`config.mk`:
```
export PLATFORM = sky130hd
export DESIGN_NAME = tmr16_core
export DESIGN_NICKNAME = d
export VERILOG_FILES = /design/src/logic/tmr16_core.v /design/src/logic/tmr16_edge.v
export VERILOG_INCLUDE_DIRS = /design/src /design/src/inc
export SDC_FILE = /design/constraint.sdc
export NUM_CORES = 1
export LEC_CHECK = 0
export BUFFER_PORTS_ARGS = -buffer_cell sky130_fd_sc_hd__clkbuf_2
export CORE_ASPECT_RATIO = 0.6
export CORE_MARGIN = 2
export CORE_UTILIZATION = 40
export CTS_CLUSTER_DIAMETER = 40
export DETAILED_ROUTE_END_ITERATION = 8
export PLACE_DENSITY = 0.56
export SYNTH_ARGS = -nofsm -noshare
export SYNTH_HDL_FRONTEND = slang
export SYNTH_SLANG_ARGS = --single-unit
```
`constraint.sdc`:
```
create_clock -name clk -period 4.24 [get_ports clk]
set_clock_uncertainty 0.05 [all_clocks]
set_input_delay 0 -clock clk [delete_from_list [all_inputs] [get_ports clk]]
set_output_delay 0 -clock clk [all_outputs]
set_load 0.005 [all_outputs]
```
`src/inc/tmr16_consts.vh`:
```
// Register map, field positions, reset values and codes of the 16-bit timer
`ifndef TMR16_CONSTS_VH
`define TMR16_CONSTS_VH

// ----------------------------------------------------------------
// Register byte addresses (word aligned)
// ----------------------------------------------------------------
`define TMR_ADDR_MODE     6'h00
`define TMR_ADDR_CLKSEL   6'h04
`define TMR_ADDR_OUTCTL   6'h08
`define TMR_ADDR_EDGE     6'h0C
`define TMR_ADDR_SAMPLE   6'h10
`define TMR_ADDR_COMPARE  6'h14
`define TMR_ADDR_CAPTURE  6'h18
`define TMR_ADDR_COUNT    6'h1C

// ----------------------------------------------------------------
// Field positions
// ----------------------------------------------------------------
`define TMR_MODE_OVF      0
`define TMR_MODE_LSB      1
`define TMR_MODE_MSB      3
`define TMR_CLK_LSB       4
`define TMR_CLK_MSB       6
`define TMR_OUT_OE        0
`define TMR_OUT_ALV       1
`define TMR_OUT_LVR       2
`define TMR_OUT_LVS       3
`define TMR_EDGE_LSB      2
`define TMR_EDGE_MSB      3
`define TMR_SMP_LSB       0
`define TMR_SMP_MSB       1

// ----------------------------------------------------------------
// Reset values
// ----------------------------------------------------------------
`define TMR_RST_MODE      3'h0
`define TMR_RST_CLKSEL    3'h0
`define TMR_RST_EDGE      2'h0
`define TMR_RST_SAMPLE    2'h0
`define TMR_RST_COMPARE   16'hFFFF
`define TMR_RST_COUNT     16'h0000

// ----------------------------------------------------------------
// Mode codes (bit3, bit2, bit1)
// ----------------------------------------------------------------
`define TMR_MODE_STOP     3'h0
`define TMR_MODE_PWM      3'h1

// ----------------------------------------------------------------
// Count clock codes
// ----------------------------------------------------------------
`define TMR_CLK_EVENT     3'h0
`define TMR_CLK_DIV1      3'h1
`define TMR_CLK_DIV2      3'h2
`define TMR_CLK_DIV4      3'h3
`define TMR_CLK_DIV8      3'h4

// ----------------------------------------------------------------
// Edge select codes
// ----------------------------------------------------------------
`define TMR_EDGE_FALL     2'h0
`define TMR_EDGE_RISE     2'h1
`define TMR_EDGE_BOTH     2'h3

// ----------------------------------------------------------------
// Timing
// ----------------------------------------------------------------
`define TMR_PRESC_W       3
`define TMR_PWM_BASE_W    8
`define TMR_PWM_SUB_W     6

`endif

```
`src/logic/tmr16_core.v`:
```
// 16-bit timer/event counter with PWM, capture and Avalon-MM register slave
//
// Functional notes
// - Mode bits 3 and 2 both set give a repeating interval timer.
// - Interval mode: count equal to compare clears count, keeps counting, pulses match_irq.
// - count_clk_sel: 0 event edges, 1..4 clock divided by 1, 2, 4, 8.
// - Mode code 001 selects PWM output on wave_out_pin.
// - PWM active width uses the upper 14 compare bits.
// - PWM active level from active_level_sel; output_enable_bit gates the output.
// - PWM spreads active time: 2^8 basic cycle within 2^14 sub-cycle.
// - Free-running mode: valid edge copies count to capture, pulses capture_irq.
// - Valid edge is rising, falling or both via edge_sel bits 2 and 3.
// - Edge accepted only after the new level is sampled twice in a row.
// - Restart mode: valid edge captures count, then clears and restarts count.
// - Event counting: count steps per valid edge, clears on match, pulses match_irq.
// - Enable and active_level_sel both set: output toggles on every interval.
// - level_reset_bit and level_set_bit preset the output level.
// - First match may come up to one count clock early after start.
// - Compare lowered below count: count wraps through overflow to zero.
// - Edge during capture read keeps old capture but still pulses capture_irq.
// - Mode 000 stops, holds count at zero, output unchanged, no match_irq.
//
// Added by the designer: register access over Avalon-MM and the register addresses.
`timescale 1ns/10ps
`include "tmr16_consts.vh"

module tmr16_core #(
  parameter CNT_W = 16
) (
  input  wire              clk,
  input  wire              sys_rst,
  input  wire [5:0]        avs_address,
  input  wire              avs_read,
  input  wire              avs_write,
  input  wire [31:0]       avs_writedata,
  input  wire [3:0]        avs_byteenable,
  output reg  [31:0]       avs_readdata,
  output wire              avs_waitrequest,
  input  wire              event_in_pin,
  output reg               wave_out_pin,
  output reg               match_irq,
  output reg               capture_irq
);

  // ----------------------------------------------------------------
  // Registers and state
  // ----------------------------------------------------------------
  reg  [2:0]       mode_r;
  reg              ovf_r;
  reg  [2:0]       clk_sel_r;
  reg              oe_r;
  reg              alv_r;
  reg  [1:0]       edge_sel_r;
  reg  [1:0]       smp_sel_r;
  reg  [CNT_W-1:0] compare_r;
  reg  [CNT_W-1:0] capture_r;
  reg  [CNT_W-1:0] count_r;
  reg  [CNT_W-1:0] count_nxt;
  reg              level_r;
  reg              ack_r;
  reg  [`TMR_PRESC_W-1:0] div_r;

  wire             bus_req;
  wire             wr_ok;
  wire             be0;
  wire             be1;
  wire             stopped;
  wire             pwm_mode;
  wire             free_mode;
  wire             restart_mode;
  wire             interval_mode;
  wire             edge_toggle;
  wire             valid_edge;
  wire             cap_read;
  wire             at_match;
  wire             mode_wr;
  reg              tick;
  reg              smp_en;

  // ----------------------------------------------------------------
  // Avalon-MM slave: one wait cycle, answer in the second cycle
  // ----------------------------------------------------------------
  assign bus_req         = avs_read | avs_write;
  assign avs_waitrequest = bus_req & ~ack_r;
  assign wr_ok           = avs_write & ack_r;
  assign be0             = avs_byteenable[0];
  assign be1             = avs_byteenable[1];
  assign mode_wr         = wr_ok & be0 & (avs_address == `TMR_ADDR_MODE);

  // Whole read request window counts as a capture read
  assign cap_read = avs_read & (avs_address == `TMR_ADDR_CAPTURE);

  always @(posedge clk or posedge sys_rst) begin
    if (sys_rst) begin
      ack_r        <= 1'b0;
      avs_readdata <= 32'h0000_0000;
    end else begin
      ack_r <= bus_req & ~ack_r;
      if (avs_read & ~ack_r) begin
        case (avs_address)
          `TMR_ADDR_MODE:    avs_readdata <= {28'h0000000, mode_r, ovf_r};
          `TMR_ADDR_CLKSEL:  avs_readdata <= {25'h0000000, clk_sel_r, 4'h0};
          // Preset bits always read back as zero
          `TMR_ADDR_OUTCTL:  avs_readdata <= {30'h00000000, alv_r, oe_r};
          `TMR_ADDR_EDGE:    avs_readdata <= {28'h0000000, edge_sel_r, 2'h0};
          `TMR_ADDR_SAMPLE:  avs_readdata <= {30'h00000000, smp_sel_r};
          `TMR_ADDR_COMPARE: avs_readdata <= {{(32-CNT_W){1'b0}}, compare_r};
          `TMR_ADDR_CAPTURE: avs_readdata <= {{(32-CNT_W){1'b0}}, capture_r};
          `TMR_ADDR_COUNT:   avs_readdata <= {{(32-CNT_W){1'b0}}, count_r};
          default:           avs_readdata <= 32'h0000_0000;
        endcase
      end
    end
  end

  // ----------------------------------------------------------------
  // Control register writes
  // ----------------------------------------------------------------
  always @(posedge clk or posedge sys_rst) begin
    if (sys_rst) begin
      mode_r     <= `TMR_RST_MODE;
      clk_sel_r  <= `TMR_RST_CLKSEL;
      oe_r       <= 1'b0;
      alv_r      <= 1'b0;
      edge_sel_r <= `TMR_RST_EDGE;
      smp_sel_r  <= `TMR_RST_SAMPLE;
      compare_r  <= `TMR_RST_COMPARE;
    end else if (wr_ok) begin
      case (avs_address)
        `TMR_ADDR_MODE: begin
          if (be0) begin
            mode_r <= avs_writedata[`TMR_MODE_MSB:`TMR_MODE_LSB];
          end
        end
        `TMR_ADDR_CLKSEL: begin
          if (be0) begin
            clk_sel_r <= avs_writedata[`TMR_CLK_MSB:`TMR_CLK_LSB];
          end
        end
        `TMR_ADDR_OUTCTL: begin
          if (be0) begin
            oe_r  <= avs_writedata[`TMR_OUT_OE];
            alv_r <= avs_writedata[`TMR_OUT_ALV];
          end
        end
        `TMR_ADDR_EDGE: begin
          if (be0) begin
            edge_sel_r <= avs_writedata[`TMR_EDGE_MSB:`TMR_EDGE_LSB];
          end
        end
        `TMR_ADDR_SAMPLE: begin
          if (be0) begin
            smp_sel_r <= avs_writedata[`TMR_SMP_MSB:`TMR_SMP_LSB];
          end
        end
        `TMR_ADDR_COMPARE: begin
          if (be0) begin
            compare_r[7:0] <= avs_writedata[7:0];
          end
          if (be1) begin
            compare_r[15:8] <= avs_writedata[15:8];
          end
        end
        default: begin
        end
      endcase
    end
  end

  // ----------------------------------------------------------------
  // Mode decode
  // ----------------------------------------------------------------
  assign stopped       = (mode_r == `TMR_MODE_STOP);
  assign pwm_mode      = (mode_r == `TMR_MODE_PWM);
  assign free_mode     = (mode_r[2:1] == 2'b01);
  assign restart_mode  = (mode_r[2:1] == 2'b10);
  assign interval_mode = (mode_r[2:1] == 2'b11);
  assign edge_toggle   = mode_r[0] & ~pwm_mode;

  // ----------------------------------------------------------------
  // Prescaler, count clock and sampling enables
  // ----------------------------------------------------------------
  always @(posedge clk or posedge sys_rst) begin
    if (sys_rst) begin
      div_r <= {`TMR_PRESC_W{1'b0}};
    end else begin
      div_r <= div_r + 1'b1;
    end
  end

  always @* begin
    case (clk_sel_r)
      `TMR_CLK_EVENT: tick = valid_edge;
      `TMR_CLK_DIV1:  tick = 1'b1;
      `TMR_CLK_DIV2:  tick = div_r[0];
      `TMR_CLK_DIV4:  tick = &div_r[1:0];
      `TMR_CLK_DIV8:  tick = &div_r[2:0];
      default:        tick = 1'b0;
    endcase
  end

  always @* begin
    case (smp_sel_r)
      2'h0:    smp_en = 1'b1;
      2'h1:    smp_en = div_r[0];
      2'h2:    smp_en = &div_r[1:0];
      default: smp_en = &div_r[2:0];
    endcase
  end

  tmr16_edge u_edge (
    .clk        (clk),
    .sys_rst    (sys_rst),
    .sample_en  (smp_en),
    .pin        (event_in_pin),
    .edge_sel   (edge_sel_r),
    .valid_edge (valid_edge)
  );

  // ----------------------------------------------------------------
  // Counter, capture and interrupt pulses
  // ----------------------------------------------------------------
  // Counting begins at the next count clock after start, so the first
  // interval can run up to one count clock short.
  assign at_match = tick & (count_r == compare_r);

  always @* begin
    count_nxt = count_r;
    if (stopped) begin
      count_nxt = `TMR_RST_COUNT;
    end else if (restart_mode & valid_edge) begin
      count_nxt = `TMR_RST_COUNT;
    end else if (interval_mode & at_match) begin
      count_nxt = `TMR_RST_COUNT;
    end else if (tick) begin
      // Compare below count: plain wrap through FFFF
      count_nxt = count_r + 1'b1;
    end
  end

  always @(posedge clk or posedge sys_rst) begin
    if (sys_rst) begin
      count_r     <= `TMR_RST_COUNT;
      capture_r   <= {CNT_W{1'b0}};
      ovf_r       <= 1'b0;
      match_irq   <= 1'b0;
      capture_irq <= 1'b0;
    end else begin
      count_r     <= count_nxt;
      match_irq   <= at_match & ~stopped;
      capture_irq <= valid_edge;
      if (valid_edge & (free_mode | restart_mode) & ~cap_read) begin
        capture_r <= count_r;
      end
      // Set wins over a software clear in the same cycle
      if (~stopped & tick & (&count_r) & ~(interval_mode & at_match)) begin
        ovf_r <= 1'b1;
      end else if (mode_wr & ~avs_writedata[`TMR_MODE_OVF]) begin
        ovf_r <= 1'b0;
      end
    end
  end

  // ----------------------------------------------------------------
  // PWM generator
  // ----------------------------------------------------------------
  // Duty D = compare[15:2]. Each 256-clock basic cycle is active for
  // D[13:6] clocks, plus one more in D[5:0] of the 64 basic cycles.
  // Spreading the extra clocks keeps ripple low for the filter.
  wire [13:0] pwm_duty;
  wire [5:0]  sub_idx;
  wire [5:0]  sub_rev;
  wire        pwm_extra;
  wire        pwm_active;
  wire [8:0]  pwm_width;

  assign pwm_duty = compare_r[15:2];
  assign sub_idx  = count_r[13:8];
  assign sub_rev  = {sub_idx[0], sub_idx[1], sub_idx[2],
                     sub_idx[3], sub_idx[4], sub_idx[5]};
  assign pwm_extra  = (sub_rev < pwm_duty[5:0]);
  assign pwm_width  = {1'b0, pwm_duty[13:6]} + {8'h00, pwm_extra};
  assign pwm_active = ({1'b0, count_r[7:0]} < pwm_width);

  // ----------------------------------------------------------------
  // Output level flip-flop and pin
  // ----------------------------------------------------------------
  always @(posedge clk or posedge sys_rst) begin
    if (sys_rst) begin
      level_r <= 1'b0;
    end else if (wr_ok & be0 & (avs_address == `TMR_ADDR_OUTCTL) &
                 (avs_writedata[`TMR_OUT_LVS] | avs_writedata[`TMR_OUT_LVR])) begin
      // Set takes priority when both presets are written
      level_r <= avs_writedata[`TMR_OUT_LVS];
    end else if (~stopped & ~pwm_mode & oe_r & alv_r &
                 (at_match | (edge_toggle & valid_edge))) begin
      level_r <= ~level_r;
    end
  end

  always @(posedge clk or posedge sys_rst) begin
    if (sys_rst) begin
      wave_out_pin <= 1'b0;
    end else if (oe_r & pwm_mode) begin
      // Level select high gives an active-low pulse
      wave_out_pin <= pwm_active ^ alv_r;
    end else begin
      wave_out_pin <= level_r;
    end
  end

endmodule

```
`src/logic/tmr16_edge.v`:
```
// Sampled two-in-a-row noise filter and valid edge detector for the event pin
`timescale 1ns/10ps
`include "tmr16_consts.vh"

module tmr16_edge (
  input  wire       clk,
  input  wire       sys_rst,
  input  wire       sample_en,
  input  wire       pin,
  input  wire [1:0] edge_sel,
  output reg        valid_edge
);

  reg  smp_r;
  reg  level_r;
  wire new_lvl;
  wire rise;
  wire fall;

  // ----------------------------------------------------------------
  // Level accepted only after two equal consecutive samples
  // ----------------------------------------------------------------
  assign new_lvl = sample_en & (pin == smp_r) & (pin != level_r);
  assign rise    = new_lvl & pin;
  assign fall    = new_lvl & ~pin;

  always @(posedge clk or posedge sys_rst) begin
    if (sys_rst) begin
      smp_r      <= 1'b0;
      level_r    <= 1'b0;
      valid_edge <= 1'b0;
    end else begin
      if (sample_en) begin
        smp_r <= pin;
      end
      if (new_lvl) begin
        level_r <= pin;
      end
      case (edge_sel)
        `TMR_EDGE_FALL: valid_edge <= fall;
        `TMR_EDGE_RISE: valid_edge <= rise;
        `TMR_EDGE_BOTH: valid_edge <= rise | fall;
        default:        valid_edge <= 1'b0;
      endcase
    end
  end

endmodule
```
### Word-level counts from Yosys, hierarchy flattened

Cells that the tools add are included.

* add/subtract/negate cells: 3
* order comparisons: 2
* equal/unequal tests: 22
* bitwise operators: 43
* multiplexer cells: 13
* reduce and logical (&&, ||, !) cells: 18

Operators by type and width (count)
* one-hot mux 16 bit (8 select lines): 1
* 2-to-1 mux 16 bit: 4
* AND 1 bit: 29
* == test 6 x 5 -> 1 bit, second input constant: 4
* AND reduction 3 bit: 8
* adder 16 x 1 -> 16 bit, second input constant: 1
* == test 16 bit: 1
* AND reduction 16 bit: 1
* == test 6 x 4 -> 1 bit, second input constant: 2
* adder 8 x 1 -> 9 bit: 1
* < comparator 8 x 9 -> 1 bit: 1
* == test 2 bit, second input constant: 4
* NOT 1 bit: 8
* == test 2 x 1 -> 1 bit, second input constant: 3
* == test 3 x 1 -> 1 bit, second input constant: 2
* == test 3 x 2 -> 1 bit, second input constant: 2
* == test 6 x 3 -> 1 bit, second input constant: 1
* logical NOT 3 bit: 2
* logical NOT 6 bit: 1
* < comparator 6 bit: 1
* one-hot mux 1 bit (3 select lines): 2
* 2-to-1 mux 1 bit: 5
* OR 1 bit: 5
* one-hot mux 1 bit (5 select lines): 1
* other kinds (9): 11

* word-level logic and storage cells: 122
* output and inout bits: 36
* flip-flop bits (word level): 104

### Depth between registers and ports, before layout

Gate-level depths: netlist of the first run.

* word-level depth: 8
* gate-level depth with buffers: 17
* depth with buffers taken out: 17

### Cells and area by module

From an unflattened synthesis of the first run, not the netlist that was laid out.

* cell total of the unflattened synthesis: 480
* area, all modules: 5097.4 um^2

Modules (own cells, without submodules)
* tmr16_core: cells an instance 466, area each 4948.5 um^2, instances 1
* tmr16_edge: cells an instance 14, area each 148.9 um^2, instances 1

### Least setup slack after synthesis of the first run

OpenSTA, ideal clock, no wires.

* path kind: reg-to-reg
* start: register compare_r[3]
* end: register wave_out_pin
* path buffers: 0
* stages on the path, launching flop included: 18
* data arrival time: 3325 ps
* data required time: 4054 ps
* path slack: 729 ps
* library setup time: 136 ps
* clock period less this slack: 3511 ps
* path through: dfstp_2 inv_1 ha_1 a21o_1 a21oi_1 nor2b_1 o21ai_0 o2bb2ai_1 ha_1 ha_1 nand2_1 xor2_1 ha_1 a21o_1 a21oi_1 o21ai_0 o2111ai_1 or3b_2

* cells in the longest elaborated chain, start to end: 5

RTL lines
* start, declared: RTL line tmr16_core.v:55 `reg [CNT_W-1:0] compare_r;`
* start signal, assigned: RTL line tmr16_core.v:127 `` compare_r <= `TMR_RST_COMPARE; ``
* start signal, assigned: RTL line tmr16_core.v:158 `compare_r[7:0] <= avs_writedata[7:0];`
* < comparator 6 bit: RTL line tmr16_core.v:281 `assign pwm_extra = (sub_rev < pwm_duty[5:0]);`
* adder 8 x 1 -> 9 bit: RTL line tmr16_core.v:282 `assign pwm_width = {1'b0, pwm_duty[13:6]} + {8'h00, pwm_extra};`
* < comparator 8 x 9 -> 1 bit: RTL line tmr16_core.v:283 `assign pwm_active = ({1'b0, count_r[7:0]} < pwm_width);`
* bitwise XOR 1 bit: RTL line tmr16_core.v:306 `wave_out_pin <= pwm_active ^ alv_r;`
* 2-to-1 mux 1 bit: RTL line tmr16_core.v:304 `end else if (oe_r & pwm_mode) begin`
* end signal, assigned: RTL line tmr16_core.v:306
* end signal, assigned: RTL line tmr16_core.v:308 `wave_out_pin <= level_r;`
* end, declared: RTL line tmr16_core.v:40 `output reg wave_out_pin,`

No other way between the ends.
A chain may end at the register's enable or synchronous reset.

### Final worst setup path of the first run

Same ends and word-level chain as after synthesis.

==> results of run 1 <==
path summary, 6_finish.rpt:
| check | startpoint | depth (start not counted) | end | slack (ps) |
|---|---|---|---|---|
| max reg2reg | compare_r[3]$_DFFE_PP1P_ | 17 | wave_out_pin$_DFF_PP0_ | 390 |
| min in group asynchronous | sys_rst | 3 | avs_readdata[1]$_DFFE_PP0P_ | 300 |
| max in group asynchronous | sys_rst | 4 | compare_r[8]$_DFFE_PP1P_ | 2800 |
| max | compare_r[3]$_DFFE_PP1P_ | 17 | wave_out_pin$_DFF_PP0_ | 390 |
| min | avs_address[4] | 4 | edge_sel_r[1]$_DFFE_PP0P_ | 130 |
| min reg2reg | div_r[1]$_DFF_PP0_ | 1 | div_r[1]$_DFF_PP0_ | 420 |
cells in the final DEF, fill, tap and decap left out, types with 8 or more instances in the layout:
cell	n
a21oi_1	18
a22o_1	22
a22oi_1	22
and3_1	8
clkbuf_16	9
clkbuf_2	48
conb_1	16
dfrtp_1	72
dfstp_2	16
dlygate4sd3_1	20
ha_1	20
inv_1	16
mux2_2	46
mux2i_1	8
nand2_1	52
nand3_1	18
nand4_1	11
nor2_1	16
o21ai_0	11
xnor2_1	18
state kept, by name, summed over array words and instances, names as in the netlist, 2 cells and up:
name and flops:
avs_readdata 16, capture_r 16, clk_sel_r 3, compare_r 16, count_r 16, div_r 3, edge_sel_r 2, mode_r 3
smp_sel_r 2
cell type report:
type,count,area [um2]
fill,1122,6300
multi-input combinational,344,2510
inverter,17,65.1
clock inverter,4,70.1
tap,165,206
sequential,88,2220
timing repair buffer,73,478
clock buffer,12,246
kinds of logic (layout without fill, tap and decap cells):
group           after synthesis  count (layout)
simple gates                139             139
compound gates               92              92
flops                        88              88
buf+inv                      56             106
mux                          54              54
xor+xnor                     23              23
fa+ha+maj                    20              20
other cells                   1              16
power groups by stage:
stage	registers (mW)	logic (mW)	clock network [mW]
4_1_cts	0.895	0.202	0.868
3_5_place_dp	0.910	0.186	0
5_1_grt	0.899	0.224	0.913
2_1_floorplan	0.896	0.144	0
6_report	0.896	0.201	0.853
3_3_place_gp	0.909	0.182	0
tightest hold or removal path, stage by stage:
cell,delay [ps]
clkbuf_2,120
nor3_1,100
nand2_1,110
mux2_2,150
synth_stat cells (2+ instances only):
| master | n |
|---|---|
| a222oi_1 | 3 |
| mux2i_1 | 8 |
| clkbuf_1 | 12 |
| a21o_1 | 4 |
| nor3_1 | 7 |
| dfrtp_1 | 72 |
| and4_1 | 3 |
| o21ai_0 | 11 |
| xor2_1 | 5 |
| buf_4 | 16 |
| xnor2_1 | 18 |
| a21oi_1 | 18 |
| dfstp_2 | 16 |
| nand2b_1 | 5 |
| nand3_1 | 18 |
| nor2b_1 | 3 |
| a22o_1 | 22 |
| and3_1 | 8 |
| nor4_1 | 3 |
| buf_2 | 9 |
| buf_6 | 2 |
| a22oi_1 | 22 |
| nand4_1 | 11 |
| a21o_2 | 4 |
| nand2_1 | 52 |
| nor2_1 | 16 |
| ha_1 | 20 |
| mux2_2 | 46 |
| and2_1 | 2 |
| nand3b_1 | 2 |
| inv_1 | 17 |
per-stage QoR:
| stage | hold slack (ps) | std cells | setup WS, ps | util (%) | cell area (um2) |
|---|---|---|---|---|---|
| floorplan | 66.8 | 488 | 729 | - | 5030 |
| global placement | 122 | 667 | 517 | 43.7 | 5280 |
| detailed placement | 130 | 667 | 429 | 43.7 | 5280 |
| CTS | 123 | 703 | 423 | 47.9 | 5800 |
| global route | 159 | 703 | 129 | 47.9 | 5800 |
| finish | 129 | 703 | 394 | 47.9 | 5800 |
metal layers:
metal | GRT usage, % | share of wire, % | up-vias
met5 | 0 | 0 | -
met4 | 4.21 | 0.95 | 0
met3 | 5.15 | 6.5 | 12
met2 | 29.9 | 40 | 132
met1 | 32.3 | 52 | 1937
li1 | - | - | 1802
==> flow_summary.ini, run 1 <==
[power_and_ir_drop]
seqPwrFrac_pct = 46.0
finalPower_mw = 1.95
clockPowerShare_pct = 43.8
p_leak_nw = 2.70
power_density_mw_per_mm2 = 336
p_comb_share_pct = 10.3
peakVddDrop_mv = 0.207
p_int_mw = 1.48
power_switching_uw = 467
switching_share_pct = 23.9

[timing]
hold_violations = 0
max_freq_mhz = 260
drv_slew = 0
fin_crit_sh_pct = 90.7
setup_viol = 0
tightest_slew_ps = 1190
rsz0062_at_grt = false
slew_headroom_pct = 20.8
fin_setup_tns_ps = 0
fin_crit_ps = 3850

[synth]
synth_compound_area_share_pct = 13.6
yosys_most_used_dff = dfrtp_1
synth_area_per_cell_um2 = 10.5
synthArstFlopShare_pct = 100
synth_edf_count = 0
yosysSeqAreaShare_pct = 44.7
synth_largest_area_cell = dfrtp_1
synthXorXnorAreaFrac_pct = 4.05
synth_top_area_share_pct = 36.2
synthAdderAreaFrac_pct = 5.03
synthCells = 473
netlist_area_mm2 = 0.00497
ys_top_cells_by_area = dfrtp_1 36%, mux2_2 10%, dfstp_2 8.5%
synthDistinctLibCells = 49
muxShareOfSynthArea_pct = 12.0
yosysWarnings = 0
synth_top_family_by_area = simple AND/OR/NAND/NOR gates
ys_seq_elements = 88
yosys.area_share.simple_pct = 14.6

[drt]
wl_per_cell_um = 18.8
drt-vias-per-instance = 5.52
vias = 3883
drtAntennaViolNets = 0
drc_errors = 0
wl_mm = 13.2
dr.pass1.iters = 4
first_iter_violations = 370

[setup_path]
cp.arrival_ps = 4000
cp_num_buf_inv = 1
cp_slowest_stage_delay_ps = 560
critPathRequiredTime_ps = 4390
worstSetupPathType = reg -> reg
start_kind = flip-flop
crit_path_end_kind = flip-flop
path_max_fanout = 4
cpMostUsedCell = ha_1
crit_path_cell_trace = inv_1 > ha_1 > a21o_1 > a21oi_1 > nor2b_1 > o21ai_0 > o2bb2ai_1 > ha_1 > ha_1 > nand2_1 > xor2_1 > ha_1 > a21o_1 > a21oi_1 > o21ai_0 > o2111ai_1 > or3b_2
path_delay_family = compound AO/OA/AOI/OAI gates
crit_path_top_delay_cell = dfstp_2

[floorplan]
die_h_um = 90.4
die_area_mm2 = 0.0134
core_area_mm2 = 0.0121
io_pins = 83
die_w_um = 148
rows = 31
start_util_pct = 41.1

[placement]
port_buffers = 48
dpl.hpwl_mm = 9.37
gp_congestion = 0.837

[clock_tree]
numClockSinks = 88
cts_max_level = 3
clockRootBuffer = clkbuf_16
clk_path_buf_depth = 2
clk_latency_ps = 330
numCtsBuffers = 9
tritoncts = done
holdBufCountCts = 20
ctsResizeCount = 0
postCtsSetupRepairBufs = 0
clk_pin_slew_ps = 60

[grt]
antenna_found_initial = 0
grt.overflow.total = 0
grt_max_degree = 50
grt_pass1_wl_mm = 21.5
track_usage_pct = 21.0
grt_pass1_vias = 3766

[layout]
layout-drive-gt1-share_pct = 26.4
diodes = 0
synthToLayoutAreaGrowth_pct = 16.6
nets = 600

[flow_run]
cap_viol_max_count = 0

[status]
status = finished clean

[min_path]
hp-class = in -> reg
No activity file was read; power rests on OpenSTA's default activity.
==> inputs of run 2 (changes only) <==
--- a/config.mk
+++ b/config.mk
@@ -10,8 +10,9 @@
 export CORE_ASPECT_RATIO = 0.6
 export CORE_MARGIN = 2
 export CORE_UTILIZATION = 40
-export CTS_CLUSTER_DIAMETER = 40
+export CTS_CLUSTER_DIAMETER = 200
 export DETAILED_ROUTE_END_ITERATION = 8
+export GPL_TIMING_DRIVEN = 0
 export PLACE_DENSITY = 0.56
 export SYNTH_ARGS = -nofsm -noshare
 export SYNTH_HDL_FRONTEND = slang
==> flow_summary.ini, run 2 (synthesis gave the netlist of run 1 again) <==
[grt]
track_usage_pct = 21.1
grt_max_degree = 61
grt_pass1_wl_mm = 21.6
grt_use_met2_pct = 29.0
grt_pass1_vias = 3938
antenna_found_initial = 0
grt.busiest_layer = met1
grtUsageMet1_pct = 33.6
grtUsageMet3_pct = 4.39
grt.overflow.total = 0

[floorplan]
die_area_mm2 = 0.0134
rows = 31
die_w_um = 148
core_area_mm2 = 0.0121
io_pins = 83
die_h_um = 90.4
start_util_pct = 41.1

[setup_path]
r2r_cells = 17
endpoint = wave_out_pin$_DFF_PP0_
path_max_fanout = 4
start_kind = flip-flop
cp.arrival_ps = 4170
r2r_end = wave_out_pin$_DFF_PP0_
reg2reg_slack_ps = 230
critPathRequiredTime_ps = 4400
worstSetupPathType = reg -> reg
r2r_start = compare_r[3]$_DFFE_PP1P_
worstSetupStartpoint = compare_r[3]$_DFFE_PP1P_
crit_path_end_kind = flip-flop

[power_and_ir_drop]
p_leak_nw = 2.84
peakVddDrop_mv = 0.220
power_density_mw_per_mm2 = 326

[placement]
dp_slack_ps = 179
gp_congestion = 0.849
dpl.hpwl_mm = 10.1
port_buffers = 48

[layout]
synthToLayoutAreaGrowth_pct = 21.5
nets = 636
layout-drive-gt1-share_pct = 29.4
regArea_mm2 = 0.00222
multi_input_area_mm2 = 0.00252
fill_cells = 1141
layout_commonest_cell = dfrtp_1
diodes = 0
final_cell_mix = 72 x dfrtp_1, 52 x nand2_1, 48 x clkbuf_2

[clock_tree]
cts_max_level = 3
clk_latency_ps = 340
numClockSinks = 88
numCtsBuffers = 9
tritoncts = done
clockRootBuffer = clkbuf_16
clk_path_buf_depth = 2
clk_pin_slew_ps = 70

[timing]
fin_crit_sh_pct = 94.5
setup_viol = 0
drv_slew = 0
hold_violations = 0
fin_setup_tns_ps = 0
max_freq_mhz = 249
fin_crit_ps = 4010
tightest_slew_ps = 1090
slew_headroom_pct = 26.8
worst_slack_ps = 231
rsz0062_at_grt = false

[flow_run]
cap_viol_max_count = 0

[drt]
wl_mm = 13.3
drtAntennaViolNets = 0
wl_per_cell_um = 18.1
drt-vias-per-instance = 5.45
dr.pass1.iters = 6
drc_errors = 0
vias = 4030
first_iter_violations = 343

[min_path]
hp-class = in -> reg

[status]
status = finished clean
[run 2: cell count changes in the layout (fill, tap and decap cells not counted), moves of 2 or more]
cell	delta
buf_6	+2
clkbuf_1	+11
clkinvlp_4	+2
buf_4	+12
clkinv_2	-3
buf_2	+9
[run 2: layout make-up]
| class | instances | share of cell area (%) |
|---|---|---|
| well taps | 165 | 3.42 |
| clock buffers | 10 | 3.79 |
| multi-input cells | 344 | 41.7 |
| plain buffers | 39 | 3.85 |
| flip-flops and latches | 88 | 36.8 |
| inverters | 17 | 1.10 |
| repair buffers | 70 | 7.87 |
| clock inverters | 6 | 1.53 |
[run 2: stage by stage]
step	instances	power [mW]	hold WS, ps	area (um2)	util (%)
after floorplan	488	1.04	66.8	5030	-
after global placement	701	1.11	185	5480	45.3
after detailed placement	702	1.12	-44.3	5510	45.5
after CTS	738	1.99	79.2	6030	49.8
after global routing	739	2.06	108	6040	49.9
final	739	1.97	80.1	6040	49.9
[run 2: worst min path at each step]
stage	from	end	depth (start not counted)
after floorplan	event_in_pin	u_edge.smp_r$_DFFE_PP0P_	2
after global placement	avs_writedata[14]	compare_r[14]$_DFFE_PP1P_	2
after detailed placement	sys_rst	capture_irq$_DFF_PP0_	2
after CTS	avs_address[0]	avs_readdata[5]$_DFFE_PP0P_	3
after global routing	avs_address[0]	avs_readdata[5]$_DFFE_PP0P_	3
final	avs_address[0]	avs_readdata[3]$_DFFE_PP0P_	3
[run 2: worst max-delay path: stages (launching register included)]
cell and delay, ps:
dfstp_2 580, inv_1 60, ha_1 280, a21o_1 160
a21oi_1 200, nor2b_1 70, o21ai_1 150, o2bb2ai_2 180
ha_2 240, ha_1 230, nand2_1 90, xor2_1 150
ha_1 300, a21o_1 160, a21oi_1 150, o21ai_0 150
o2111ai_1 220, or3b_2 450
[run 2: repair_timing]
action | in CTS | in global routing
hold buffers | 20 | 0
resized for setup | 0 | 3
setup buffers | 0 | 1
endpoints found under the hold margin | 91 | 0
endpoints found under the setup margin | 0 | 1
[run 2: per-layer routing]
metal | wire length (um) | up-vias
li1 | - | 1875
met1 | 7020 | 2002
met2 | 5250 | 140
met3 | 955 | 13
met4 | 112 | 0
met5 | 0 | -
[run 2: power breakdown]
| group | leakage [nW] | internal [mW] | switching, mW |
|---|---|---|---|
| clock network | 0.149 | 0.520 | 0.335 |
| registers | 1.14 | 0.865 | 0.0271 |
| logic | 1.55 | 0.102 | 0.125 |
